==> src/hdl/tone_pkg.sv <==
// Purpose: constants, types and helpers shared by the tone pair decoder
// Assumes: 25 MHz pclk, limited tone inputs already squared up outside
// Notes:   register offsets are byte addresses on a 32-bit bus
package tone_pkg;
    localparam int CLK_HZ = 25_000_000;
    localparam int CLK_NS = 40;

    localparam logic [7:0] OFS_CTRL    = 8'h00;
    localparam logic [7:0] OFS_PGUARD  = 8'h04;
    localparam logic [7:0] OFS_AGUARD  = 8'h08;
    localparam logic [7:0] OFS_RXDATA  = 8'h0c;
    localparam logic [7:0] OFS_STATUS  = 8'h10;
    localparam logic [7:0] OFS_EVT     = 8'h14;
    localparam logic [7:0] OFS_EVT_CLR = 8'h18;
    localparam logic [7:0] OFS_EVT_EN  = 8'h1c;

    localparam int CTRL_IRQ_BIT = 0;
    localparam int CTRL_CP_BIT  = 1;
    localparam int ST_VALID_BIT = 0;
    localparam int ST_DSTEER_BIT = 1;
    localparam int ST_EARLY_BIT = 2;
    localparam int EV_REG_BIT   = 0;
    localparam int EV_PAUSE_BIT = 1;
    localparam int EV_W         = 2;

    localparam int PRESENT_GUARD_MS = 40;
    localparam int ABSENT_GUARD_MS  = 40;
    localparam int PRESENT_GUARD_DEF = PRESENT_GUARD_MS * (CLK_HZ / 1000);
    localparam int ABSENT_GUARD_DEF  = ABSENT_GUARD_MS * (CLK_HZ / 1000);
    localparam int SETTLE_NS  = 200;
    localparam int SETTLE_CYC = (SETTLE_NS + CLK_NS - 1) / CLK_NS;
    localparam int GUARD_W    = 24;

    localparam int TOL_PCT    = 3;
    localparam int MATCH_RUNS = 2;
    localparam int MEAS_W     = 17;
    localparam int LOW_F0  = 697;
    localparam int LOW_F1  = 770;
    localparam int LOW_F2  = 852;
    localparam int LOW_F3  = 941;
    localparam int HIGH_F0 = 1209;
    localparam int HIGH_F1 = 1336;
    localparam int HIGH_F2 = 1477;
    localparam int HIGH_F3 = 1633;

    localparam logic [3:0] CODE_ZERO = 4'ha;
    localparam logic [3:0] CODE_STAR = 4'hb;
    localparam logic [3:0] CODE_HASH = 4'hc;
    localparam logic [3:0] CODE_A    = 4'hd;
    localparam logic [3:0] CODE_D    = 4'h0;
    localparam logic [1:0] LAST_IDX  = 2'h3;

    typedef enum logic [1:0] {
        ST_IDLE   = 2'b00,
        ST_QUAL   = 2'b01,
        ST_SETTLE = 2'b10,
        ST_HELD   = 2'b11
    } steer_e;

    function automatic logic [3:0] code_of(input logic [1:0] row, input logic [1:0] col);
        logic [3:0] r4;
        r4 = {2'h0, row};
        if (col == LAST_IDX)
            code_of = (row == LAST_IDX) ? CODE_D : CODE_A + r4;
        else if (row != LAST_IDX)
            code_of = 4'((r4 * 4'h3) + {2'h0, col} + 4'h1);
        else if (col == 2'h0)
            code_of = CODE_STAR;
        else
            code_of = (col == 2'h1) ? CODE_ZERO : CODE_HASH;
    endfunction : code_of
endpackage : tone_pkg

==> src/hdl/tone_meas_if.sv <==
// Purpose: carries one tone group's measurement to the steering logic
// Assumes: single pclk domain
// Notes:   idx is meaningful only while valid is high
`timescale 1ns/1ns
interface tone_meas_if;
    logic [1:0] idx;
    logic       valid;
    modport src (output idx, output valid);
    modport dst (input idx, input valid);
endinterface : tone_meas_if

==> src/hdl/tone_meter.sv <==
// Purpose: period counter that matches one limited tone to four frequencies
// Assumes: tone input already synchronised to pclk
// Notes:   a match needs two periods in a row, which rejects voice bursts
`timescale 1ns/1ns
module tone_meter #(
    parameter int F0 = tone_pkg::LOW_F0,
    parameter int F1 = tone_pkg::LOW_F1,
    parameter int F2 = tone_pkg::LOW_F2,
    parameter int F3 = tone_pkg::LOW_F3
)(
    // clock and reset
    input  wire logic  pclk,
    input  wire logic  presetn,
    // limited tone
    input  wire logic  tone,
    // measurement
    tone_meas_if.src   meas
);
    import tone_pkg::*;

    localparam int MAX_CNT = (CLK_HZ / F0) * (100 + TOL_PCT) / 100;

    function automatic logic near(input logic [MEAS_W-1:0] c, input int f);
        int p;
        p = CLK_HZ / f;
        near = (int'(c) >= p * (100 - TOL_PCT) / 100) && (int'(c) <= p * (100 + TOL_PCT) / 100);
    endfunction : near

    logic              tone_d;
    logic [MEAS_W-1:0] cnt;
    logic [1:0]        runs;
    logic [1:0]        last_idx;

    wire       rise = tone & ~tone_d;
    wire       over = int'(cnt) > MAX_CNT;
    wire [3:0] hit  = {near(cnt, F3), near(cnt, F2), near(cnt, F1), near(cnt, F0)};
    wire       any  = |hit;
    wire [1:0] enc  = hit[3] ? 2'h3 : hit[2] ? 2'h2 : hit[1] ? 2'h1 : 2'h0;
    wire       same = any && (enc == last_idx) && (runs != 2'h0);
    wire [1:0] next_runs = !any ? 2'h0 : !same ? 2'h1 : (runs == 2'h3) ? runs : runs + 2'h1;

    // period counter, one count per pclk between rising edges
    always_ff @(posedge pclk or negedge presetn) begin
        if (!presetn) begin
            tone_d     <= 1'b0;
            cnt        <= '0;
            runs       <= 2'h0;
            last_idx   <= 2'h0;
            meas.idx   <= 2'h0;
            meas.valid <= 1'b0;
        end else begin
            tone_d <= tone;
            if (rise) begin
                cnt        <= '0;
                runs       <= next_runs;
                last_idx   <= enc;
                meas.idx   <= enc;
                meas.valid <= int'(next_runs) >= MATCH_RUNS;
            end else if (over) begin
                runs       <= 2'h0;
                meas.valid <= 1'b0;
            end else begin
                cnt <= cnt + MEAS_W'(1);
            end
        end
    end
endmodule : tone_meter

==> src/hdl/tone_pair_decode_steering.sv <==
// Purpose: tone pair decode, steering guard timing and APB register file
// Assumes: limited low, high and call progress tones arrive asynchronously
// Notes:   steering node is a counter, so guard times are set in pclk cycles
//
// Chosen here: the APB interface to the registers and the address map.
`timescale 1ns/1ns
module tone_pair_decode_steering #(
    parameter int PRESENT_GUARD_CYC = tone_pkg::PRESENT_GUARD_DEF,
    parameter int ABSENT_GUARD_CYC  = tone_pkg::ABSENT_GUARD_DEF
)(
    // clock and reset
    input  wire logic        pclk,
    input  wire logic        presetn,
    // apb slave
    input  wire logic        psel,
    input  wire logic        penable,
    input  wire logic        pwrite,
    input  wire logic [7:0]  paddr,
    input  wire logic [31:0] pwdata,
    output logic      [31:0] prdata,
    output logic             pready,
    output logic             pslverr,
    // limited line tones
    input  wire logic        low_tone,
    input  wire logic        high_tone,
    input  wire logic        cp_tone,
    // steering and pins
    output logic             early_steer,
    output logic             guard_drive,
    output logic             irq_or_tone_out_o,
    output logic             irq_or_tone_out_oe,
    // interrupt
    output logic             irq
);
    import tone_pkg::*;

    // two-flop synchronisers; only the second stage is read
    logic [2:0] sync_a;
    logic [2:0] sync_b;

    always_ff @(posedge pclk or negedge presetn) begin
        if (!presetn) begin
            sync_a <= 3'h0;
            sync_b <= 3'h0;
        end else begin
            sync_a <= {cp_tone, high_tone, low_tone};
            sync_b <= sync_a;
        end
    end

    tone_meas_if low_m ();
    tone_meas_if high_m ();

    tone_meter #(.F0(LOW_F0), .F1(LOW_F1), .F2(LOW_F2), .F3(LOW_F3)) u_low (
        .pclk    (pclk),
        .presetn (presetn),
        .tone    (sync_b[0]),
        .meas    (low_m)
    );

    tone_meter #(.F0(HIGH_F0), .F1(HIGH_F1), .F2(HIGH_F2), .F3(HIGH_F3)) u_high (
        .pclk    (pclk),
        .presetn (presetn),
        .tone    (sync_b[1]),
        .meas    (high_m)
    );

    // registers
    logic               irq_mode;
    logic               cp_mode;
    logic [GUARD_W-1:0] pguard;
    logic [GUARD_W-1:0] aguard;
    logic [3:0]         rx_code;
    logic [3:0]         pend_code;
    logic               rx_valid;
    logic               irq_pend;
    logic               dsteer;
    logic [EV_W-1:0]    evt;
    logic [EV_W-1:0]    evt_en;
    steer_e             state;
    steer_e             next_state;
    logic [GUARD_W-1:0] scnt;

    // apb decode
    wire acc_first = psel & penable & ~pready;
    wire acc_done  = psel & penable & pready;
    wire hit_ctrl  = paddr == OFS_CTRL;
    wire hit_pg    = paddr == OFS_PGUARD;
    wire hit_ag    = paddr == OFS_AGUARD;
    wire hit_rx    = paddr == OFS_RXDATA;
    wire hit_st    = paddr == OFS_STATUS;
    wire hit_ev    = paddr == OFS_EVT;
    wire hit_evc   = paddr == OFS_EVT_CLR;
    wire hit_eve   = paddr == OFS_EVT_EN;
    wire mapped    = hit_ctrl | hit_pg | hit_ag | hit_rx | hit_st | hit_ev | hit_evc | hit_eve;
    wire wr_en     = acc_done & pwrite & mapped;
    wire st_read   = acc_done & ~pwrite & hit_st;

    wire [31:0] ctrl_word = 32'({cp_mode, irq_mode});
    wire [31:0] st_word   = 32'({early_steer, dsteer, rx_valid});
    wire [31:0] rd_word   =
        hit_ctrl ? ctrl_word :
        hit_pg   ? 32'(pguard) :
        hit_ag   ? 32'(aguard) :
        hit_rx   ? 32'(rx_code) :
        hit_st   ? st_word :
        hit_ev   ? 32'(evt) :
        hit_eve  ? 32'(evt_en) : 32'h0000_0000;

    // one wait state: pready rises in the second access cycle
    always_ff @(posedge pclk or negedge presetn) begin
        if (!presetn) begin
            pready  <= 1'b0;
            prdata  <= 32'h0000_0000;
            pslverr <= 1'b0;
        end else begin
            pready  <= acc_first;
            prdata  <= (acc_first & ~pwrite) ? rd_word : 32'h0000_0000;
            pslverr <= acc_first & ~mapped;
        end
    end

    // signal condition; call progress mode disables digit detection
    wire est_now = low_m.valid & high_m.valid & ~cp_mode;
    wire [3:0] code_now = code_of(low_m.idx, high_m.idx);

    // steering counter stands in for the rc node
    wire pg_reached = scnt >= pguard - GUARD_W'(1);
    wire ag_reached = scnt >= aguard - GUARD_W'(1);
    wire settle_end = scnt >= GUARD_W'(SETTLE_CYC - 1);
    wire reg_now    = (state == ST_QUAL) && est_now && pg_reached;
    wire flag_rise  = (state == ST_SETTLE) && settle_end;
    wire pause_end  = (state == ST_HELD) && !est_now && ag_reached;

    always_comb begin
        next_state = state;
        case (state)
            ST_IDLE:   next_state = est_now ? ST_QUAL : ST_IDLE;
            ST_QUAL: begin
                if (!est_now)
                    next_state = ST_IDLE;
                else if (pg_reached)
                    next_state = ST_SETTLE;
            end
            ST_SETTLE: next_state = settle_end ? ST_HELD : ST_SETTLE;
            ST_HELD:   next_state = pause_end ? ST_IDLE : ST_HELD;
            default:   next_state = ST_IDLE;
        endcase
    end

    // count up while qualifying, settling or held with tones absent, restart on each phase change
    wire [GUARD_W-1:0] next_scnt =
        (next_state != state)                 ? GUARD_W'(0) :
        (state == ST_IDLE)                    ? GUARD_W'(0) :
        (state == ST_HELD && est_now)         ? GUARD_W'(0) :
        scnt + GUARD_W'(1);

    wire next_guard = (next_state == ST_SETTLE || next_state == ST_HELD) && est_now;

    always_ff @(posedge pclk or negedge presetn) begin
        if (!presetn) begin
            state       <= ST_IDLE;
            scnt        <= '0;
            early_steer <= 1'b0;
            guard_drive <= 1'b0;
            dsteer      <= 1'b0;
            pend_code   <= CODE_D;
            rx_code     <= CODE_D;
        end else begin
            state       <= next_state;
            scnt        <= next_scnt;
            early_steer <= est_now;
            guard_drive <= next_guard;
            if (reg_now)
                pend_code <= code_now;
            if (flag_rise) begin
                dsteer  <= 1'b1;
                rx_code <= pend_code;
            end else if (pause_end) begin
                dsteer  <= 1'b0;
            end
        end
    end

    // status valid and pin interrupt: a new pair wins over a status read
    always_ff @(posedge pclk or negedge presetn) begin
        if (!presetn) begin
            rx_valid <= 1'b0;
            irq_pend <= 1'b0;
        end else begin
            rx_valid <= flag_rise | (rx_valid & ~st_read);
            irq_pend <= flag_rise | (irq_pend & ~st_read);
        end
    end

    // open drain: oe high pulls the line low
    wire next_pin_oe = cp_mode ? ~sync_b[2] : (irq_mode & irq_pend);

    always_ff @(posedge pclk or negedge presetn) begin
        if (!presetn) begin
            irq_or_tone_out_o  <= 1'b0;
            irq_or_tone_out_oe <= 1'b0;
        end else begin
            irq_or_tone_out_o  <= 1'b0;
            irq_or_tone_out_oe <= next_pin_oe;
        end
    end

    // control and guard registers
    always_ff @(posedge pclk or negedge presetn) begin
        if (!presetn) begin
            irq_mode <= 1'b0;
            cp_mode  <= 1'b0;
            pguard   <= GUARD_W'(PRESENT_GUARD_CYC);
            aguard   <= GUARD_W'(ABSENT_GUARD_CYC);
            evt_en   <= '0;
        end else if (wr_en) begin
            if (hit_ctrl) begin
                irq_mode <= pwdata[CTRL_IRQ_BIT];
                cp_mode  <= pwdata[CTRL_CP_BIT];
            end
            if (hit_pg)
                pguard <= pwdata[GUARD_W-1:0];
            if (hit_ag)
                aguard <= pwdata[GUARD_W-1:0];
            if (hit_eve)
                evt_en <= pwdata[EV_W-1:0];
        end
    end

    // sticky events, write one to clear, set beats clear
    wire [EV_W-1:0] ev_set = EV_W'({pause_end, flag_rise});
    wire [EV_W-1:0] ev_clr = (wr_en & hit_evc) ? pwdata[EV_W-1:0] : '0;
    wire [EV_W-1:0] next_evt = ev_set | (evt & ~ev_clr);

    always_ff @(posedge pclk or negedge presetn) begin
        if (!presetn) begin
            evt <= '0;
            irq <= 1'b0;
        end else begin
            evt <= next_evt;
            irq <= |(next_evt & evt_en);
        end
    end
endmodule : tone_pair_decode_steering

==> config.mk <==
export PLATFORM = sky130hd
export DESIGN_NAME = tone_pair_decode_steering
export DESIGN_NICKNAME = d
export VERILOG_FILES = /design/src/hdl/tone_pkg.sv /design/src/hdl/tone_meas_if.sv /design/src/hdl/tone_meter.sv /design/src/hdl/tone_pair_decode_steering.sv
export SDC_FILE = /design/constraint.sdc
export NUM_CORES = 1
export LEC_CHECK = 0
export BUFFER_PORTS_ARGS = -buffer_cell sky130_fd_sc_hd__buf_2
export CAP_MARGIN = 20
export CORE_MARGIN = 3
export CORE_UTILIZATION = 61
export DETAILED_ROUTE_END_ITERATION = 6
export PLACE_DENSITY = 0.81
export SYNTH_ARGS = -nofsm -noshare
export SYNTH_HDL_FRONTEND = slang
export SYNTH_HIERARCHICAL = 1
export SYNTH_SLANG_ARGS = --single-unit
==> constraint.sdc <==
create_clock -name pclk -period 6.18 [get_ports pclk]
set_input_delay 0.309 -clock pclk [delete_from_list [all_inputs] [get_ports pclk]]
set_output_delay 0.309 -clock pclk [all_outputs]
set_load 0.005 [all_outputs]
==> flow_metrics.py <==
metrics = {
    "grt": {
        "grt_pass1_vias": 8669,
        "track_usage_pct": 25.8,
        "grt_max_degree": 90,
        "grt_antenna_before_repair": 0,
        "grt_overflow": 0,
        "grt_pass1_wl_mm": 41.6,
    },
    "timing": {
        "setup_viol": 0,
        "period_minus_slack_ps": 4610,
        "tns_ps": 0,
        "timing.hold.ws_ps": 107,
        "hold_violations": 0,
        "period_share_pct": 74.5,
        "rsz0062_at_grt": "no",
        "fmax_mhz": 217,
        "slew_viol_final": 0,
        "fin_skew_ps": 7.86,
        "tightest_slew_ps": 929,
        "maxSlewHeadroom_pct": 38.1,
    },
    "yosys": {
        "synthCells": 1096,
        "ys_top_cells_by_area": "dfrtp_1, ha_1, mux2_2",
        "synth_commonest_cells": "dfrtp_1, nor2_1, nand2_1",
        "avgSynthCellArea_um2": 9.79,
        "synth_edf_count": 0,
        "synthFlopType": "dfrtp_1",
        "synth_area_mm2": 0.0107,
        "ys_warn_count": 6,
        "yosys.area.top_type": "dfrtp_1",
        "ys_seq_elements": 173,
        "ys_seq_area_share_pct": 40.5,
        "yosysMostFrequentCell": "dfrtp_1",
        "synthArstFlopShare_pct": 100,
        "ys_types": 98,
        "synth_top_area_share_pct": 37.1,
    },
    "power": {
        "p_sw_uw": 634,
        "max-vdd-ir-drop_mv": 0.197,
        "powerDensity_mw_per_mm2": 208,
        "p_clk_share_pct": 41.1,
        "intPower_mw": 1.80,
        "p_seq_share_pct": 50.4,
        "p_sw_share_pct": 26.0,
        "combPwrFrac_pct": 8.6,
        "leakage_nw": 5.54,
    },
    "die": {
        "num_rows": 47,
        "die_h_um": 139,
        "initial_core_util_pct": 63.6,
        "ios": 87,
        "die_area_mm2": 0.0192,
        "core-area_mm2": 0.0169,
        "fp.dieW_um": 139,
    },
    "placement": {
        "port_buffers": 69,
        "place_congestion": 0.921,
        "dp_hpwl_mm": 16.9,
    },
    "drt": {
        "drt_iter0_drc": 789,
        "wl_mm": 24.5,
        "drc": 0,
        "via_per_inst": 6.30,
        "drtPass1Iterations": 6,
        "vias": 8655,
        "wl_per_cell_um": 17.9,
        "drtAntennaViolNets": 0,
    },
    "cts": {
        "cts_root_buffer": "clkbuf_16",
        "clk_latency_ps": 430,
        "clk_path_buf_depth": 2,
        "clk_pin_slew_ps": 60,
        "numCtsBuffers": 17,
        "htree_levels": 4,
        "cts_tree": "done",
        "cts_setup_buffers": 0,
        "cts_resized": 0,
        "cts.sinks": 173,
    },
    "min_path": {
        "holdPathStages": 2,
        "hold_path.class": "primary input to flop",
        "hp-start": "pwdata[6]",
        "hold_end": "pguard[6]",
    },
    "critical_path": {
        "crit_path_end_kind": "flop",
        "rr_worst_depth": 18,
        "start_kind": "flop",
        "worstPathRequired_ps": 6540,
        "worstReg2RegEnd": "irq",
        "r2r_slack_ps": 1570,
        "r2r-start": "aguard[0]",
        "crit_fanout": 4,
        "crit_type": "flop to flop",
        "cp.arrival_ps": 4970,
    },
    "finish": {
        "syn_to_final_growth_pct": 8.99,
        "fillers": 1296,
        "fin_util_pct": 69.3,
        "fin_nets": 1252,
        "drive_above_1_share_pct": 17.8,
        "antenna_cells": 0,
    },
    "run_status": {
        "status": "finished clean",
    },
    "run": {
        "maxCapViolations": 0,
    },
}
-- cell families (layout without fill, tap and decap cells) --
kind of cell / count (synthesis) / count (layout) / share of synthesized area, %
xor gates and xnor gates: 93 / 93 / 7.59
muxes: 69 / 69 / 7.18
buffers and inverters: 92 / 141 / 4.44
and+or+nand+nor: 430 / 430 / 21.5
DFF: 173 / 173 / 40.5
other: 1 / 9 / 0.0349
AOI/OAI and AO/OA: 174 / 174 / 11.1
adders and majority gates: 64 / 64 / 7.60
-- per-stage QoR --
step                power [mW]  cells  cell area (um^2)  setup WS [ps]
detailed placement        1.45   1336             11100           1670
CTS                       2.45   1372             11700           1590
finish                    2.44   1373             11700           1570
floorplan                 1.38   1104             10800           1880
global route              2.53   1373             11700           1340
global placement          1.44   1336             11100           1780
-- worst max-delay path, stage by stage (launching register included) --
cell and delay (ps):
dfrtp_1 420, inv_1 90, ha_1 210, or4b_1 470, or3_4 380, nor2b_4 170, nand2_2 120, or4_4 540
nor4_4 180, xnor2_1 100, ha_1 300, nand4_1 150, nor3_1 340, nand2_1 90, a31oi_1 220, nor4bb_1 100
buf_4 170, o21ai_0 320, a22o_1 190
-- layer usage --
layer	part of all wire [%]	track usage (%)
met1	41	32.9
met2	50	44.5
met5	0	0
met3	5.2	3.90
met4	3.0	9.94
-- cell usage in the layout, fill, tap and decap left out, drive strengths merged, types with 23 or more instances in the layout --
cell      n
a21oi    37
nand3    33
nor3     42
clkbuf   23
a22oi    26
mux2     64
buf      78
xor2     39
dfrtp   159
o21ai    41
inv      27
nor4     24
ha       62
nand2    69
xnor2    54
nand4    29
nor2    132
-- worst max path at each step --
stage | from | slack [ps] | endpoint
floorplan | aguard[0] | 1880 | scnt[14]
finish | aguard[0] | 1570 | irq
detailed placement | aguard[0] | 1670 | scnt[22]
CTS | aguard[0] | 1590 | irq
global route | aguard[0] | 1340 | scnt[22]
global placement | aguard[0] | 1780 | scnt[14]
-- what timing repair did --
| item | 4_1_cts | 5_1_grt |
|---|---|---|
| hold endpoints to repair | 89 | 0 |
| hold buffers | 4 | 0 |
| setup endpoints to repair | 0 | 0 |
-- cell type report --
cell class | instances | area [um^2] | share of cell area (%)
Tap cell | 220 | 275 | 2.35
Clock inverter | 9 | 62.6 | 0.535
Inverter | 27 | 101 | 0.866
Timing Repair Buffer | 82 | 479 | 4.10
Clock buffer | 23 | 488 | 4.17
Sequential cell | 173 | 4350 | 37.2
Multi-Input combinational cell | 839 | 5940 | 50.8
-- state kept, by name (all words and copies together), names as in the netlist, 3 cells and up --
register and count:
rx_code 4, u_low/cnt 17, sync_a 3, pend_code 4
prdata 24, pguard 24, scnt 24, u_high/cnt 17
aguard 24, sync_b 3
-- power by group through the flow --
| stage | Combinational [mW] | Clock (mW) | Sequential (mW) |
|---|---|---|---|
| final | 0.209 | 1.00 | 1.23 |
| after global placement | 0.199 | 0 | 1.24 |
| after CTS | 0.208 | 1.01 | 1.22 |
| after global routing | 0.240 | 1.06 | 1.23 |
| after detailed placement | 0.204 | 0 | 1.25 |
| after floorplan | 0.179 | 0 | 1.20 |
(Power assumes the default switching activity.)
